`config.mk`:
```
export PLATFORM = sky130hd
export DESIGN_NAME = timing_reg_bank_flat
export DESIGN_NICKNAME = d
export VERILOG_FILES = /design/src/rtl/timing_bank_pkg.sv /design/src/rtl/host_bus_if.sv /design/src/rtl/timing_reg_bank.sv /design/src/flat_wrapper.sv
export SDC_FILE = /design/constraint.sdc
export NUM_CORES = 2
export LEC_CHECK = 0
export ABC_AREA = 1
export CORE_ASPECT_RATIO = 0.75
export CORE_MARGIN = 2
export CORE_UTILIZATION = 25
export CTS_CLUSTER_SIZE = 28
export DETAILED_ROUTE_END_ITERATION = 10
export DONT_BUFFER_PORTS = 1
export GPL_TIMING_DRIVEN = 1
export PLACE_DENSITY = 0.48
export SLEW_MARGIN = 15
export SYNTH_ARGS = -nofsm -noshare
export SYNTH_HDL_FRONTEND = slang
export SYNTH_SLANG_ARGS = --single-unit
```
`constraint.sdc`:
```
create_clock -name clk -period 4.2 [get_ports clk]
set_input_delay 0.42 -clock clk [delete_from_list [all_inputs] [get_ports clk]]
set_output_delay 0.42 -clock clk [all_outputs]
set_load 0.01 [all_outputs]
```
`src/rtl/timing_bank_pkg.sv`:
```
// Purpose: shared constants for the timing core register bank and its host
// Assumes: 9-bit byte address space, 8-bit registers
// Notes: bit masks mark the writable or latched bits of each register
package timing_bank_pkg;

	localparam int ADDR_W = 9;
	localparam int DATA_W = 8;
	localparam logic [1:0] REGION_CORE = 2'h0;

	// Core register offsets
	localparam logic [6:0] OFS_IDENT_LOW = 7'h00;
	localparam logic [6:0] OFS_IDENT_HIGH = 7'h01;
	localparam logic [6:0] OFS_REVISION = 7'h02;
	localparam logic [6:0] OFS_INPUT_ACT_LATCH = 7'h05;
	localparam logic [6:0] OFS_FREQ_TOP = 7'h07;
	localparam logic [6:0] OFS_LOOP_LINE_LATCH = 7'h08;
	localparam logic [6:0] OFS_LOOP_STATE = 7'h09;
	localparam logic [6:0] OFS_PRIO_TABLE_A = 7'h0A;
	localparam logic [6:0] OFS_PRIO_TABLE_B = 7'h0B;
	localparam logic [6:0] OFS_FREQ_LOW = 7'h0C;
	localparam logic [6:0] OFS_FREQ_MID = 7'h0D;
	localparam logic [6:0] OFS_VALID_STATE = 7'h0E;
	localparam logic [6:0] OFS_STATUS_PAIR_A = 7'h10;
	localparam logic [6:0] OFS_STATUS_PAIR_B = 7'h11;
	localparam logic [6:0] OFS_ABORT_SYNC_LATCH = 7'h17;
	localparam logic [6:0] OFS_SOFT_RESET = 7'h32;
	localparam logic [6:0] OFS_STRAP_STATE = 7'h37;
	localparam logic [6:0] OFS_MCLK_LOW = 7'h3C;
	localparam logic [6:0] OFS_MCLK_HIGH = 7'h3D;
	localparam logic [6:0] OFS_INPUT_ACT_IRQ_EN = 7'h43;
	localparam logic [6:0] OFS_LOOP_LINE_IRQ_EN = 7'h45;
	localparam logic [6:0] OFS_DIVIDER_LOW = 7'h46;
	localparam logic [6:0] OFS_DIVIDER_HIGH = 7'h47;
	localparam logic [6:0] OFS_FREQ_RESULT = 7'h4C;
	localparam logic [6:0] OFS_SYNC_IRQ_EN = 7'h4E;
	localparam logic [6:0] OFS_PHASE_LOW = 7'h77;
	localparam logic [6:0] OFS_PHASE_HIGH = 7'h78;

	// Bit layout
	localparam int SOFT_RESET_BIT = 7;
	localparam int ABORT_FLAG_BIT = 5;
	localparam logic [7:0] MASK_INPUT_ACT = 8'h0F;
	localparam logic [7:0] MASK_LOOP_LINE = 8'h5F;
	localparam logic [7:0] MASK_ABORT_SYNC = 8'h2F;
	localparam logic [7:0] MASK_IRQ_EN_SYNC = 8'h0F;

	// Transition that sets each latched bit
	localparam logic [7:0] RISE_INPUT_ACT = 8'h0F;
	localparam logic [7:0] FALL_INPUT_ACT = 8'h0F;
	localparam logic [7:0] RISE_LOOP_LINE = 8'h5F;
	localparam logic [7:0] FALL_LOOP_LINE = 8'h40;
	localparam logic [7:0] RISE_ABORT_SYNC = 8'h0F;
	localparam logic [7:0] FALL_ABORT_SYNC = 8'h00;

	// Multi-byte field codes
	localparam logic [1:0] FID_FREQ = 2'h0;
	localparam logic [1:0] FID_MCLK = 2'h1;
	localparam logic [1:0] FID_DIVIDER = 2'h2;
	localparam logic [1:0] FID_PHASE = 2'h3;
	localparam logic [2:0] BYTES_THREE = 3'h7;
	localparam logic [2:0] BYTES_TWO = 3'h3;

	typedef struct packed {
		logic hit;
		logic [1:0] fid;
		logic [1:0] idx;
	} mb_slot_t;

	// Host controller register offsets
	localparam logic [3:0] HOFS_COMMAND = 4'h0;
	localparam logic [3:0] HOFS_STATUS = 4'h4;
	localparam int CMD_WRITE_BIT = 31;
	localparam int CMD_DATA_LSB = 16;
	localparam logic [1:0] AXI_OKAY = 2'h0;
	localparam logic [1:0] AXI_SLVERR = 2'h2;

	// Writable bits of the plain configuration registers; zero elsewhere
	function automatic logic [7:0] rw_mask(input logic [6:0] a);
		case (a)
			7'h03: rw_mask = 8'h04;
			7'h18, 7'h19, 7'h20, 7'h21, 7'h22, 7'h23: rw_mask = 8'hFF;
			7'h30: rw_mask = 8'h0F;
			7'h34: rw_mask = 8'h26;
			7'h36: rw_mask = 8'hF0;
			7'h43: rw_mask = 8'h0F;
			7'h45: rw_mask = 8'h5F;
			7'h48: rw_mask = 8'h83;
			7'h49, 7'h4D: rw_mask = 8'hFF;
			7'h4B: rw_mask = 8'h1F;
			7'h4E: rw_mask = 8'h0F;
			7'h50, 7'h51, 7'h52, 7'h54, 7'h55, 7'h56, 7'h58: rw_mask = 8'hFF;
			7'h53, 7'h57: rw_mask = 8'h03;
			default: rw_mask = 8'h00;
		endcase
	endfunction : rw_mask

	function automatic mb_slot_t mb_lookup(input logic [6:0] a);
		case (a)
			OFS_FREQ_LOW: mb_lookup = '{1'b1, FID_FREQ, 2'h0};
			OFS_FREQ_MID: mb_lookup = '{1'b1, FID_FREQ, 2'h1};
			OFS_FREQ_TOP: mb_lookup = '{1'b1, FID_FREQ, 2'h2};
			OFS_MCLK_LOW: mb_lookup = '{1'b1, FID_MCLK, 2'h0};
			OFS_MCLK_HIGH: mb_lookup = '{1'b1, FID_MCLK, 2'h1};
			OFS_DIVIDER_LOW: mb_lookup = '{1'b1, FID_DIVIDER, 2'h0};
			OFS_DIVIDER_HIGH: mb_lookup = '{1'b1, FID_DIVIDER, 2'h1};
			OFS_PHASE_LOW: mb_lookup = '{1'b1, FID_PHASE, 2'h0};
			OFS_PHASE_HIGH: mb_lookup = '{1'b1, FID_PHASE, 2'h1};
			default: mb_lookup = '{1'b0, 2'h0, 2'h0};
		endcase
	endfunction : mb_lookup

endpackage : timing_bank_pkg

```
`src/rtl/host_bus_if.sv`:
```
// Purpose: byte-wide host port between controller and register bank
// Assumes: one clock shared by both ends
// Notes: request stands until the one-cycle acknowledge
`timescale 1ns/1ps
interface host_bus_if;
	logic req;
	logic wr;
	logic [8:0] addr;
	logic [7:0] wdata;
	logic [7:0] rdata;
	logic ack;
	logic irq_request_output;

	modport dev (
		input req,
		input wr,
		input addr,
		input wdata,
		output rdata,
		output ack,
		output irq_request_output
	);

	modport ctl (
		output req,
		output wr,
		output addr,
		output wdata,
		input rdata,
		input ack,
		input irq_request_output
	);
endinterface : host_bus_if

```
`src/rtl/timing_reg_bank.sv`:
```
// Purpose: host register bank of the timing core
// Assumes: monitor inputs come from logic on clk; straps come from pins
// Notes: transceiver and reserved regions take writes and read as zero
//
// Contract
// Decode four 128-byte regions, reserved accepts writes
// Host may access every address up to top
// Registers eight bits, bit seven most significant
// Host writes zero to reserved bits, addresses
// Host writes fixed bits with their value
// Read-only fields ignore writes; others read-write
// Real-time status returns current signal level
// Latched bit sets on configured transition
// Latched bit clears only on writing one
// Interrupt request when enabled latched bit set
// Reset returns configuration to defaults
// Multi-byte write commits after all bytes, uninterrupted
// Interrupted write discards bytes, sets abort flag
// Reading one byte freezes the remaining bytes
// Interrupted read unfreezes, sets abort flag
// Four multi-byte fields at listed addresses
// Host masks its interrupts during multi-byte access
// Soft reset spares port, itself; keeps straps
// Host waits 100 us after any reset
// Reserved reads return zero, change nothing
//
// Decided for this implementation: register access over AXI4-Lite.
`timescale 1ns/1ps
module timing_reg_bank #(
	parameter logic [15:0] IDENT_CODE = 16'h5A3C, // Arbitrary value
	parameter logic [7:0] REVISION_CODE = 8'h01 // Arbitrary value
) (
	input wire logic clk,
	input wire logic nrst,
	host_bus_if.dev bus,
	input wire logic [3:0] input_activity,
	input wire logic [7:0] loop_line_events,
	input wire logic [3:0] sync_presence,
	input wire logic [3:0] input_valid_level,
	input wire logic [7:0] loop_state_level,
	input wire logic [15:0] priority_table_level,
	input wire logic [15:0] input_status_level,
	input wire logic [7:0] freq_result_level,
	input wire logic [18:0] measured_frequency_field,
	input wire logic [15:0] phase_level,
	input wire logic [2:0] strap_pins,
	output logic [15:0] master_clock_adjust_field,
	output logic [14:0] divider_ratio_field,
	output logic soft_reset
);
	import timing_bank_pkg::*;

	////////////////////////////////////////////////////////////////////////
	logic ack_q;
	logic [7:0] rdata_q;
	logic [7:0] cfg_q [0:127];
	logic soft_q;
	logic [2:0] strap_s1_q, strap_s2_q, strap_q;
	logic strap_taken_q;
	logic [7:0] act_lat_q, line_lat_q, sync_lat_q;
	logic [3:0] act_prev_q, sync_prev_q;
	logic [7:0] line_prev_q;
	logic [15:0] mclk_q;
	logic [14:0] divn_q;
	logic mb_act_q, mb_rd_q;
	logic [1:0] mb_fid_q;
	logic [2:0] mb_done_q;
	logic [23:0] stage_q;

	logic take, wr_take, rd_take, core, hold;
	logic [6:0] ofs;
	logic [7:0] wsel;
	mb_slot_t slot;
	logic mb_hit, mb_cont, mb_abort, mb_last;
	logic [2:0] full, done_d;
	logic [23:0] live, merged;
	logic [7:0] rd_d;

	function automatic logic [7:0] latch_next(input logic [7:0] cur,
			input logic [7:0] sig, input logic [7:0] prev,
			input logic [7:0] rise, input logic [7:0] fall,
			input logic [7:0] clr);
		// Set wins over a clear in the same cycle
		latch_next = (cur & ~clr) | (sig & ~prev & rise) | (~sig & prev & fall);
	endfunction : latch_next

	function automatic logic [7:0] pick(input logic [23:0] v,
			input logic [1:0] i);
		case (i)
			2'h0: pick = v[7:0];
			2'h1: pick = v[15:8];
			default: pick = v[23:16];
		endcase
	endfunction : pick

	////////////////////////////////////////////////////////////////////////
	// Access decode
	assign take = bus.req & ~ack_q;
	assign wr_take = take & bus.wr;
	assign rd_take = take & ~bus.wr;
	assign core = bus.addr[8:7] == REGION_CORE;
	assign ofs = bus.addr[6:0];
	assign wsel = bus.wdata & {8{wr_take & core}};
	assign hold = ~nrst | soft_q;

	assign slot = mb_lookup(ofs);
	assign mb_hit = core & slot.hit;
	assign full = (slot.fid == FID_FREQ) ? BYTES_THREE : BYTES_TWO;
	assign mb_cont = mb_act_q & mb_hit & (slot.fid == mb_fid_q)
		& (mb_rd_q == ~bus.wr) & ~mb_done_q[slot.idx];
	assign mb_abort = take & mb_act_q & ~mb_cont;
	assign done_d = (mb_cont ? mb_done_q : 3'h0) | (3'h1 << slot.idx);
	assign mb_last = done_d == full;

	always_comb begin
		case (slot.fid)
			FID_FREQ: live = {5'h00, measured_frequency_field};
			FID_MCLK: live = {8'h00, mclk_q};
			FID_DIVIDER: live = {9'h000, divn_q};
			default: live = {8'h00, phase_level};
		endcase
		merged = mb_cont ? stage_q : live;
		case (slot.idx)
			2'h0: merged[7:0] = bus.wdata;
			2'h1: merged[15:8] = bus.wdata;
			default: merged[23:16] = bus.wdata;
		endcase
	end

	////////////////////////////////////////////////////////////////////////
	// Read multiplexer
	always_comb begin
		rd_d = 8'h00;
		if (core) begin
			case (ofs)
				OFS_IDENT_LOW: rd_d = IDENT_CODE[7:0];
				OFS_IDENT_HIGH: rd_d = IDENT_CODE[15:8];
				OFS_REVISION: rd_d = REVISION_CODE;
				OFS_INPUT_ACT_LATCH: rd_d = act_lat_q;
				OFS_LOOP_LINE_LATCH: rd_d = line_lat_q;
				OFS_ABORT_SYNC_LATCH: rd_d = sync_lat_q;
				OFS_LOOP_STATE: rd_d = loop_state_level & 8'h58;
				OFS_PRIO_TABLE_A: rd_d = priority_table_level[7:0];
				OFS_PRIO_TABLE_B: rd_d = priority_table_level[15:8];
				OFS_VALID_STATE: rd_d = {4'h0, input_valid_level};
				OFS_STATUS_PAIR_A: rd_d = input_status_level[7:0] & 8'hEE;
				OFS_STATUS_PAIR_B: rd_d = input_status_level[15:8] & 8'hEE;
				OFS_SOFT_RESET: rd_d = {soft_q, 7'h00};
				OFS_STRAP_STATE: rd_d = {5'h00, strap_q};
				OFS_FREQ_RESULT: rd_d = freq_result_level;
				default: rd_d = cfg_q[ofs] & rw_mask(ofs);
			endcase
			if (mb_hit) begin
				rd_d = mb_cont ? pick(stage_q, slot.idx)
					: pick(live, slot.idx);
			end
		end
	end

	////////////////////////////////////////////////////////////////////////
	// Host port answer
	always_ff @(posedge clk) begin
		if (!nrst) begin
			ack_q <= 1'b0;
			rdata_q <= 8'h00;
		end else begin
			ack_q <= take;
			if (rd_take) begin
				rdata_q <= rd_d;
			end
		end
	end

	assign bus.ack = ack_q;
	assign bus.rdata = rdata_q;

	////////////////////////////////////////////////////////////////////////
	// Soft reset bit and straps survive a soft reset
	always_ff @(posedge clk) begin
		if (!nrst) begin
			soft_q <= 1'b0;
		end else if (wr_take && core && ofs == OFS_SOFT_RESET) begin
			soft_q <= bus.wdata[SOFT_RESET_BIT];
		end
	end

	always_ff @(posedge clk) begin
		strap_s1_q <= strap_pins;
		strap_s2_q <= strap_s1_q;
	end

	// Caught once after hardware reset release only
	always_ff @(posedge clk) begin
		if (!nrst) begin
			strap_taken_q <= 1'b0;
			strap_q <= 3'h0;
		end else if (!strap_taken_q) begin
			strap_taken_q <= 1'b1;
			strap_q <= strap_s2_q;
		end
	end

	////////////////////////////////////////////////////////////////////////
	// Plain configuration registers, reserved bits never stored
	always_ff @(posedge clk) begin
		if (hold) begin
			for (int i = 0; i < 128; i++) begin
				cfg_q[i] <= 8'h00;
			end
		end else if (wr_take && core && !mb_hit) begin
			cfg_q[ofs] <= bus.wdata & rw_mask(ofs);
		end
	end

	////////////////////////////////////////////////////////////////////////
	// Latched status
	always_ff @(posedge clk) begin
		if (hold) begin
			act_lat_q <= 8'h00;
			line_lat_q <= 8'h00;
			sync_lat_q <= 8'h00;
			act_prev_q <= 4'h0;
			line_prev_q <= 8'h00;
			sync_prev_q <= 4'h0;
		end else begin
			act_prev_q <= input_activity;
			line_prev_q <= loop_line_events;
			sync_prev_q <= sync_presence;
			act_lat_q <= latch_next(act_lat_q, {4'h0, input_activity},
				{4'h0, act_prev_q}, RISE_INPUT_ACT, FALL_INPUT_ACT,
				(ofs == OFS_INPUT_ACT_LATCH) ? wsel : 8'h00)
				& MASK_INPUT_ACT;
			line_lat_q <= latch_next(line_lat_q, loop_line_events,
				line_prev_q, RISE_LOOP_LINE, FALL_LOOP_LINE,
				(ofs == OFS_LOOP_LINE_LATCH) ? wsel : 8'h00)
				& MASK_LOOP_LINE;
			sync_lat_q <= (latch_next(sync_lat_q, {4'h0, sync_presence},
				{4'h0, sync_prev_q}, RISE_ABORT_SYNC, FALL_ABORT_SYNC,
				(ofs == OFS_ABORT_SYNC_LATCH) ? wsel : 8'h00)
				| {2'h0, mb_abort, 5'h00}) & MASK_ABORT_SYNC;
		end
	end

	assign bus.irq_request_output =
		|(act_lat_q & cfg_q[OFS_INPUT_ACT_IRQ_EN])
		| |(line_lat_q & cfg_q[OFS_LOOP_LINE_IRQ_EN])
		| |(sync_lat_q & cfg_q[OFS_SYNC_IRQ_EN] & MASK_IRQ_EN_SYNC);

	////////////////////////////////////////////////////////////////////////
	// Multi-byte sequencing
	always_ff @(posedge clk) begin
		if (hold) begin
			mb_act_q <= 1'b0;
			mb_rd_q <= 1'b0;
			mb_fid_q <= 2'h0;
			mb_done_q <= 3'h0;
			stage_q <= 24'h000000;
		end else if (take) begin
			if (mb_hit) begin
				mb_act_q <= ~mb_last;
				mb_rd_q <= ~bus.wr;
				mb_fid_q <= slot.fid;
				mb_done_q <= mb_last ? 3'h0 : done_d;
				if (bus.wr) begin
					stage_q <= merged;
				end else if (!mb_cont) begin
					stage_q <= live;
				end
			end else begin
				mb_act_q <= 1'b0;
				mb_done_q <= 3'h0;
			end
		end
	end

	// Field commits only on the final byte of an unbroken write
	always_ff @(posedge clk) begin
		if (hold) begin
			mclk_q <= 16'h0000;
			divn_q <= 15'h0000;
		end else if (wr_take && mb_hit && mb_last) begin
			if (slot.fid == FID_MCLK) begin
				mclk_q <= merged[15:0];
			end
			if (slot.fid == FID_DIVIDER) begin
				divn_q <= merged[14:0];
			end
		end
	end

	assign master_clock_adjust_field = mclk_q;
	assign divider_ratio_field = divn_q;
	assign soft_reset = soft_q;

endmodule : timing_reg_bank

```
`src/flat_wrapper.sv`:
```
// flat-port wrapper written by rule: the top's interface ports become plain ports
module timing_reg_bank_flat import timing_bank_pkg::*;
#(
	parameter logic [15:0] IDENT_CODE = 16'h5A3C,                   
	parameter logic [7:0] REVISION_CODE = 8'h01                   
)
  (clk, nrst, input_activity, loop_line_events, sync_presence, input_valid_level, loop_state_level, priority_table_level, input_status_level, freq_result_level, measured_frequency_field, phase_level, strap_pins, master_clock_adjust_field, divider_ratio_field, soft_reset, bus_req, bus_wr, bus_addr, bus_wdata, bus_rdata, bus_ack, bus_irq_request_output);
  host_bus_if bus_i ();
  input wire logic clk;
  input wire logic nrst;
  input wire logic [3:0] input_activity;
  input wire logic [7:0] loop_line_events;
  input wire logic [3:0] sync_presence;
  input wire logic [3:0] input_valid_level;
  input wire logic [7:0] loop_state_level;
  input wire logic [15:0] priority_table_level;
  input wire logic [15:0] input_status_level;
  input wire logic [7:0] freq_result_level;
  input wire logic [18:0] measured_frequency_field;
  input wire logic [15:0] phase_level;
  input wire logic [2:0] strap_pins;
  output logic [15:0] master_clock_adjust_field;
  output logic [14:0] divider_ratio_field;
  output logic soft_reset;
  input wire logic [$bits(bus_i.req)-1:0] bus_req;
  input wire logic [$bits(bus_i.wr)-1:0] bus_wr;
  input wire logic [$bits(bus_i.addr)-1:0] bus_addr;
  input wire logic [$bits(bus_i.wdata)-1:0] bus_wdata;
  output wire logic [$bits(bus_i.rdata)-1:0] bus_rdata;
  output wire logic [$bits(bus_i.ack)-1:0] bus_ack;
  output wire logic [$bits(bus_i.irq_request_output)-1:0] bus_irq_request_output;
  assign bus_i.req = bus_req;
  assign bus_i.wr = bus_wr;
  assign bus_i.addr = bus_addr;
  assign bus_i.wdata = bus_wdata;
  assign bus_rdata = bus_i.rdata;
  assign bus_ack = bus_i.ack;
  assign bus_irq_request_output = bus_i.irq_request_output;
  timing_reg_bank #(.IDENT_CODE(IDENT_CODE), .REVISION_CODE(REVISION_CODE)) u_core (.clk(clk), .nrst(nrst), .bus(bus_i), .input_activity(input_activity), .loop_line_events(loop_line_events), .sync_presence(sync_presence), .input_valid_level(input_valid_level), .loop_state_level(loop_state_level), .priority_table_level(priority_table_level), .input_status_level(input_status_level), .freq_result_level(freq_result_level), .measured_frequency_field(measured_frequency_field), .phase_level(phase_level), .strap_pins(strap_pins), .master_clock_adjust_field(master_clock_adjust_field), .divider_ratio_field(divider_ratio_field), .soft_reset(soft_reset));
endmodule
```
After elaboration in Yosys (flattened, before gate mapping)
Memory sizes are Yosys's and may differ from the RTL's. Cells that the tools add are included.

Memory bits (read-only): 2048. Flip-flop bits (word level): 112. Memories kept: 3. Output and inout bits: 42. RAM bits: 1024.

Order comparisons: 1. Shift-type cells: 1. Mux-type cells: 36. Eq/ne operators: 29. Bitwise gates (word level): 49. Reduce and logical (&&, ||, !) cells: 19.

Memory list: (no name shown) (depth 128, bits a word 8, read ports 1, clocked after memory_dff 0, wr ports 0, RTL line timing_bank_pkg.sv:79) `case (a)`; (no name shown) (depth 128, bits a word 8, read ports 1, clocked after memory_dff 0, wr ports 0, RTL line timing_bank_pkg.sv:79); u_core.cfg_q (depth 128, bits a word 8, read ports 4, clocked after memory_dff 0, wr ports 128, RTL line timing_reg_bank.sv:56) `logic [7:0] cfg_q [0:127];`.

Operators by type and width (number): one-hot mux 8 bit (15 select lines) (1); 2-to-1 mux 8 bit (11); one-hot mux 19 bit (3 select lines) (1); equality test 7 x 4 -> 1 bit (second input constant) (7); 2-to-1 mux 24 bit (2); one-hot mux 5 bit (9 select lines) (1); equality test 7 bit (second input constant) (5); one-hot mux 8 bit (2 select lines) (2); bitwise AND 7 bit (4); equality test 7 x 6 -> 1 bit (second input constant) (4); OR reduction 8 bit (3); equality test 7 x 5 -> 1 bit (second input constant) (3); NOT 7 bit (3); bitwise AND 4 bit (5); bitwise AND 8 bit (2); NOT 4 bit (4); OR reduction 15 bit (1); equality test 7 x 3 -> 1 bit (second input constant) (2); 2-to-1 mux 7 bit (2); bitwise OR 7 bit (2); 2-to-1 mux 3 bit (4); bitwise AND 1 bit (11); 2-to-1 mux 1 bit (9); bitwise AND 4 x 8 -> 8 bit (1); other kinds (28) (45).

Longest topological paths before layout
Depth in word-level cells: 12. Gate-level depth with buffers: 24. Depth with buffers taken out: 20.

Least setup slack after synthesis
No wires, ideal clock.

Kind: input-to-reg. Start point: input port bus_addr[0]. End point: memory u_core.cfg_q[9][0] (enable). Slack: 0.299 ns. Stages: 16. Arrival: 3.517 ns. Path through: clkinv_1 clkbuf_1 clkbuf_1 buf_1 ha_1 inv_1 a21oi_1 nand2_2 clkinv_2 nor2_2 nand2_2 nor3_2 inv_2 nor2_1 inv_1 o21ai_0.

RTL lines: from (decl) (RTL line flat_wrapper.sv:27) `input wire logic [$bits(bus_i.addr)-1:0] bus_addr;`; to (decl) (RTL line timing_reg_bank.sv:56).

==> flow_summary.json <==
{
  "ys_warn_count": 0,
  "crit_fanout": 9,
  "maxCapViolCount": 0,
  "finalClockSkew_ns": 0.0280,
  "r2r_slack_ns": 0.31,
  "area_growth_pct": 22.0,
  "antenna_found_initial": 10,
  "fp.dieH_um": 387,
  "p_sw_frac": 0.239,
  "wl_um": 163000,
  "async_flop_share": 0,
  "arrival_ns": 4.31,
  "p_switching_mw": 6.03,
  "gp_congestion": 0.895,
  "clock_path_buffers": 3,
  "rows": 140,
  "synth_fa_ha_area_frac": 0.00153,
  "yosys.area_share.simple": 0.197,
  "synth_top_area_cell": "edfxtp_1",
  "drv_slew": 0,
  "drt-pass1-iter-count": 7,
  "initial_utilization": 0.252,
  "core_um2": 194000,
  "cp-start-kind": "flop",
  "fin_cells": 8336,
  "die_width_um": 515,
  "timing.final.crit_share": 0.927,
  "grt_pass1_vias": 34700,
  "powerDensity_nw_per_um2": 422,
  "setup.worst_path.class": "flop to flop",
  "fillers": 20300,
  "final_layout_size_suffix_gt1_frac": 0.0749,
  "min-delay-path-class": "input pin to flop",
  "num_vias": 36600,
  "drt-initial-drc-count": 4098,
  "synth_top_family_by_area": "simple AND/OR/NAND/NOR gates",
  "synth-seq-area-share": 0.673,
  "required_ns": 4.62,
  "syn_inst": 4846,
  "synthTopCellsByArea": "edfxtp_1 (63%), nand2_1 (9.9%), nor2_1 (6.1%)",
  "nNetsFinal": 5825,
  "io_buffers": 0,
  "drcViolationCount": 0,
  "htreeDepth": 3,
  "cts-root-buf": "clkbuf_16",
  "drtAntennaViolNets": 0,
  "synth_top_cell_area_share": 0.628,
  "avgSynthCellArea_um2": 10.1,
  "syn_area_um2": 49000,
  "synth_seq_cells": 1135,
  "path_clk_slew_ns": 0.06,
  "cts_tree": "done",
  "outcome": "completed",
  "dieArea_um2": 200000,
  "combPwrFrac": 0.076,
  "synth_edf_count": 1024,
  "yosys.area_share.xor_xnor": 0.000179,
  "io-pin-count": 169,
  "grt_pass1_wl_um": 239000,
  "synth_compound_area_frac": 0.0816,
  "worstMarginPinSlew_ns": 1.08,
  "setup_viol": 0,
  "holdWs_ns": 0.0578,
  "pwr-share-clk": 0.398,
  "power_mw": 25.2,
  "end_kind": "flop",
  "irDropWorstVdd_v": 0.000318,
  "numCtsBuffers": 113,
  "finalSetupTns_ns": 0,
  "synthFlopType": "edfxtp_1",
  "layout_setup_ws_ns": 0.307,
  "pre_cts_ws_ns": -0.205,
  "viasPerCell": 4.39,
  "p_seq_frac": 0.526,
  "wl_per_cell_um": 19.5,
  "hold_violations": 0,
  "fin_crit_ns": 3.89,
  "fin_area_um2": 59800,
  "cts_sinks": 1135,
  "intPower_mw": 19.2,
  "ys_types": 51,
  "final_util": 0.307,
  "placed_cell_area_um2": 55900,
  "dp_cells": 8103,
  "grt_overflow": 0,
  "clock_latency_ns": 0.74,
  "grt_start_max_net_pins": 304,
  "p_leak_nw": 23.6,
  "antenna_cells": 0,
  "relSlewSlack": 0.278,
  "grt_use_total": 0.161,
  "max_freq_mhz": 257,
  "post-dp-hpwl_um": 109000,
  "synth_mux_area_frac": 0,
  "rsz0062_at_grt": "false"
}
[final cells by class]
cell class,count,area [µm²],area share
Tap cell,2556,3200,0.0535
Clock inverter,43,358,0.00599
Clock buffer,160,3200,0.0535
Multi-Input combinational cell,3858,16600,0.278
Timing Repair Buffer,241,2110,0.0353
Inverter,343,1300,0.0217
Sequential cell,1135,33000,0.552
[critical path, stage by stage, from the launching register on]
cell	delay (ns)
dfxtp_1	0.34
nor2_1	0.32
inv_1	0.25
nor3_2	0.21
inv_1	0.11
nor3_2	0.36
inv_2	0.18
nor2_1	0.81
inv_1	0.48
o21ai_0	0.28
buf_4	0.22
[cells by family (layout without fill, tap and decap cells)]
kind of cell / after synthesis / count (layout)
other: 1 / 742
adder cells (fa/ha/maj): 6 / 6
XOR/XNOR: 1 / 1
flip-flops: 1135 / 1135
AO/OA/AOI/OAI: 726 / 726
buffers and inverters: 594 / 787
AND/OR/NAND/NOR: 2383 / 2383
[worst paths after layout]
kind | cells after the start | to | startpoint
max | 10 | u_core.cfg_q[1][3]$_SDFFCE_PN0P_ | u_core.bus.ack$_SDFF_PN0_
min | 4 | u_core.stage_q[18]$_SDFFE_PP0P_ | bus_wdata[2]
max reg2reg | 10 | u_core.cfg_q[1][3]$_SDFFCE_PN0P_ | u_core.bus.ack$_SDFF_PN0_
min reg2reg | 0 | u_core.strap_s2_q[0]$_DFF_P_ | u_core.strap_s1_q[0]$_DFF_P_
[state kept, by name, summed over array words and instances, names as in the netlist, 2 cells and up]
name and count:
u_core.mb_done_q 3, u_core.act_lat_q 4, u_core.bus.rdata 8, u_core.strap_s1_q 3, u_core.master_clock_adjust_field 16, u_core.stage_q 24, u_core.line_prev_q 6, u_core.cfg_q 1024
u_core.strap_s2_q 3, u_core.divider_ratio_field 15, u_core.mb_fid_q 2, u_core.strap_q 3, u_core.line_lat_q 6, u_core.sync_prev_q 4, u_core.act_prev_q 4, u_core.sync_lat_q 5
[layout by cell type, fill, tap and decap left out, types with 15 or more instances in the layout]
cell and n:
edfxtp_1 1024, nand3_1 102, a21oi_1 171, clkbuf_16 118
clkbuf_1 30, o22ai_1 31, conb_1 742, inv_1 324
o211ai_1 39, a22oi_1 21, nand2_1 1290, clkinv_1 23
buf_12 18, dfxtp_1 111, nand4_1 141, o21ai_0 409
buf_4 193, nor2_1 781, clkinv_2 15, dlygate4sd3_1 30
[power by group through the flow]
stage / clock network (mW) / registers (mW) / logic [mW]
2_1_floorplan: 0 / 13.4 / 1.09
4_1_cts: 10.3 / 13.3 / 1.89
6_report: 10.0 / 13.3 / 1.90
3_3_place_gp: 0 / 13.5 / 1.84
5_1_grt: 10.7 / 13.3 / 2.11
3_5_place_dp: 0 / 13.5 / 1.85
[layer usage]
metal	global-route usage	wire length, µm	vias to the layer above
met5	0	27	-
met4	0.0322	3020	4
met3	0.0272	11600	191
met2	0.227	66900	1230
met1	0.253	80900	17800
li1	-	-	17400
[synthesized netlist by cell type (2+ instances only)]
library cell  number
nand3_1          106
inv_2             13
o22a_1             4
a31oi_1            7
nand2_1         1292
ha_1               6
nand3_4            3
a22oi_1           21
nor3_2             3
inv_1            325
buf_1             20
edfxtp_1        1024
clkinv_1           4
buf_6              4
nor2_1           792
or2_2             14
o211ai_1          39
a221oi_1          12
o2111ai_1         12
nand4_1          141
nand2_2            5
nor3_1             8
a2111oi_0          2
dfxtp_1          111
o21a_1             4
o22ai_1           31
nor2_2             3
clkbuf_1         206
o21ai_0          409
buf_2             19
nand3b_1           7
buf_4              2
nor2_4             3
o31ai_1            4
o21bai_1           4
a21oi_1          171
[repair_timing]
| action | 4_1_cts | 5_1_grt |
|---|---|---|
| gates resized for setup | 1 | 0 |
| hold endpoints to repair | 63 | 0 |
| hold buffers | 30 | 0 |
| setup endpoints to repair | 8 | 0 |
| setup buffers | 0 | 0 |
No activity file was read; power rests on OpenSTA's default activity.
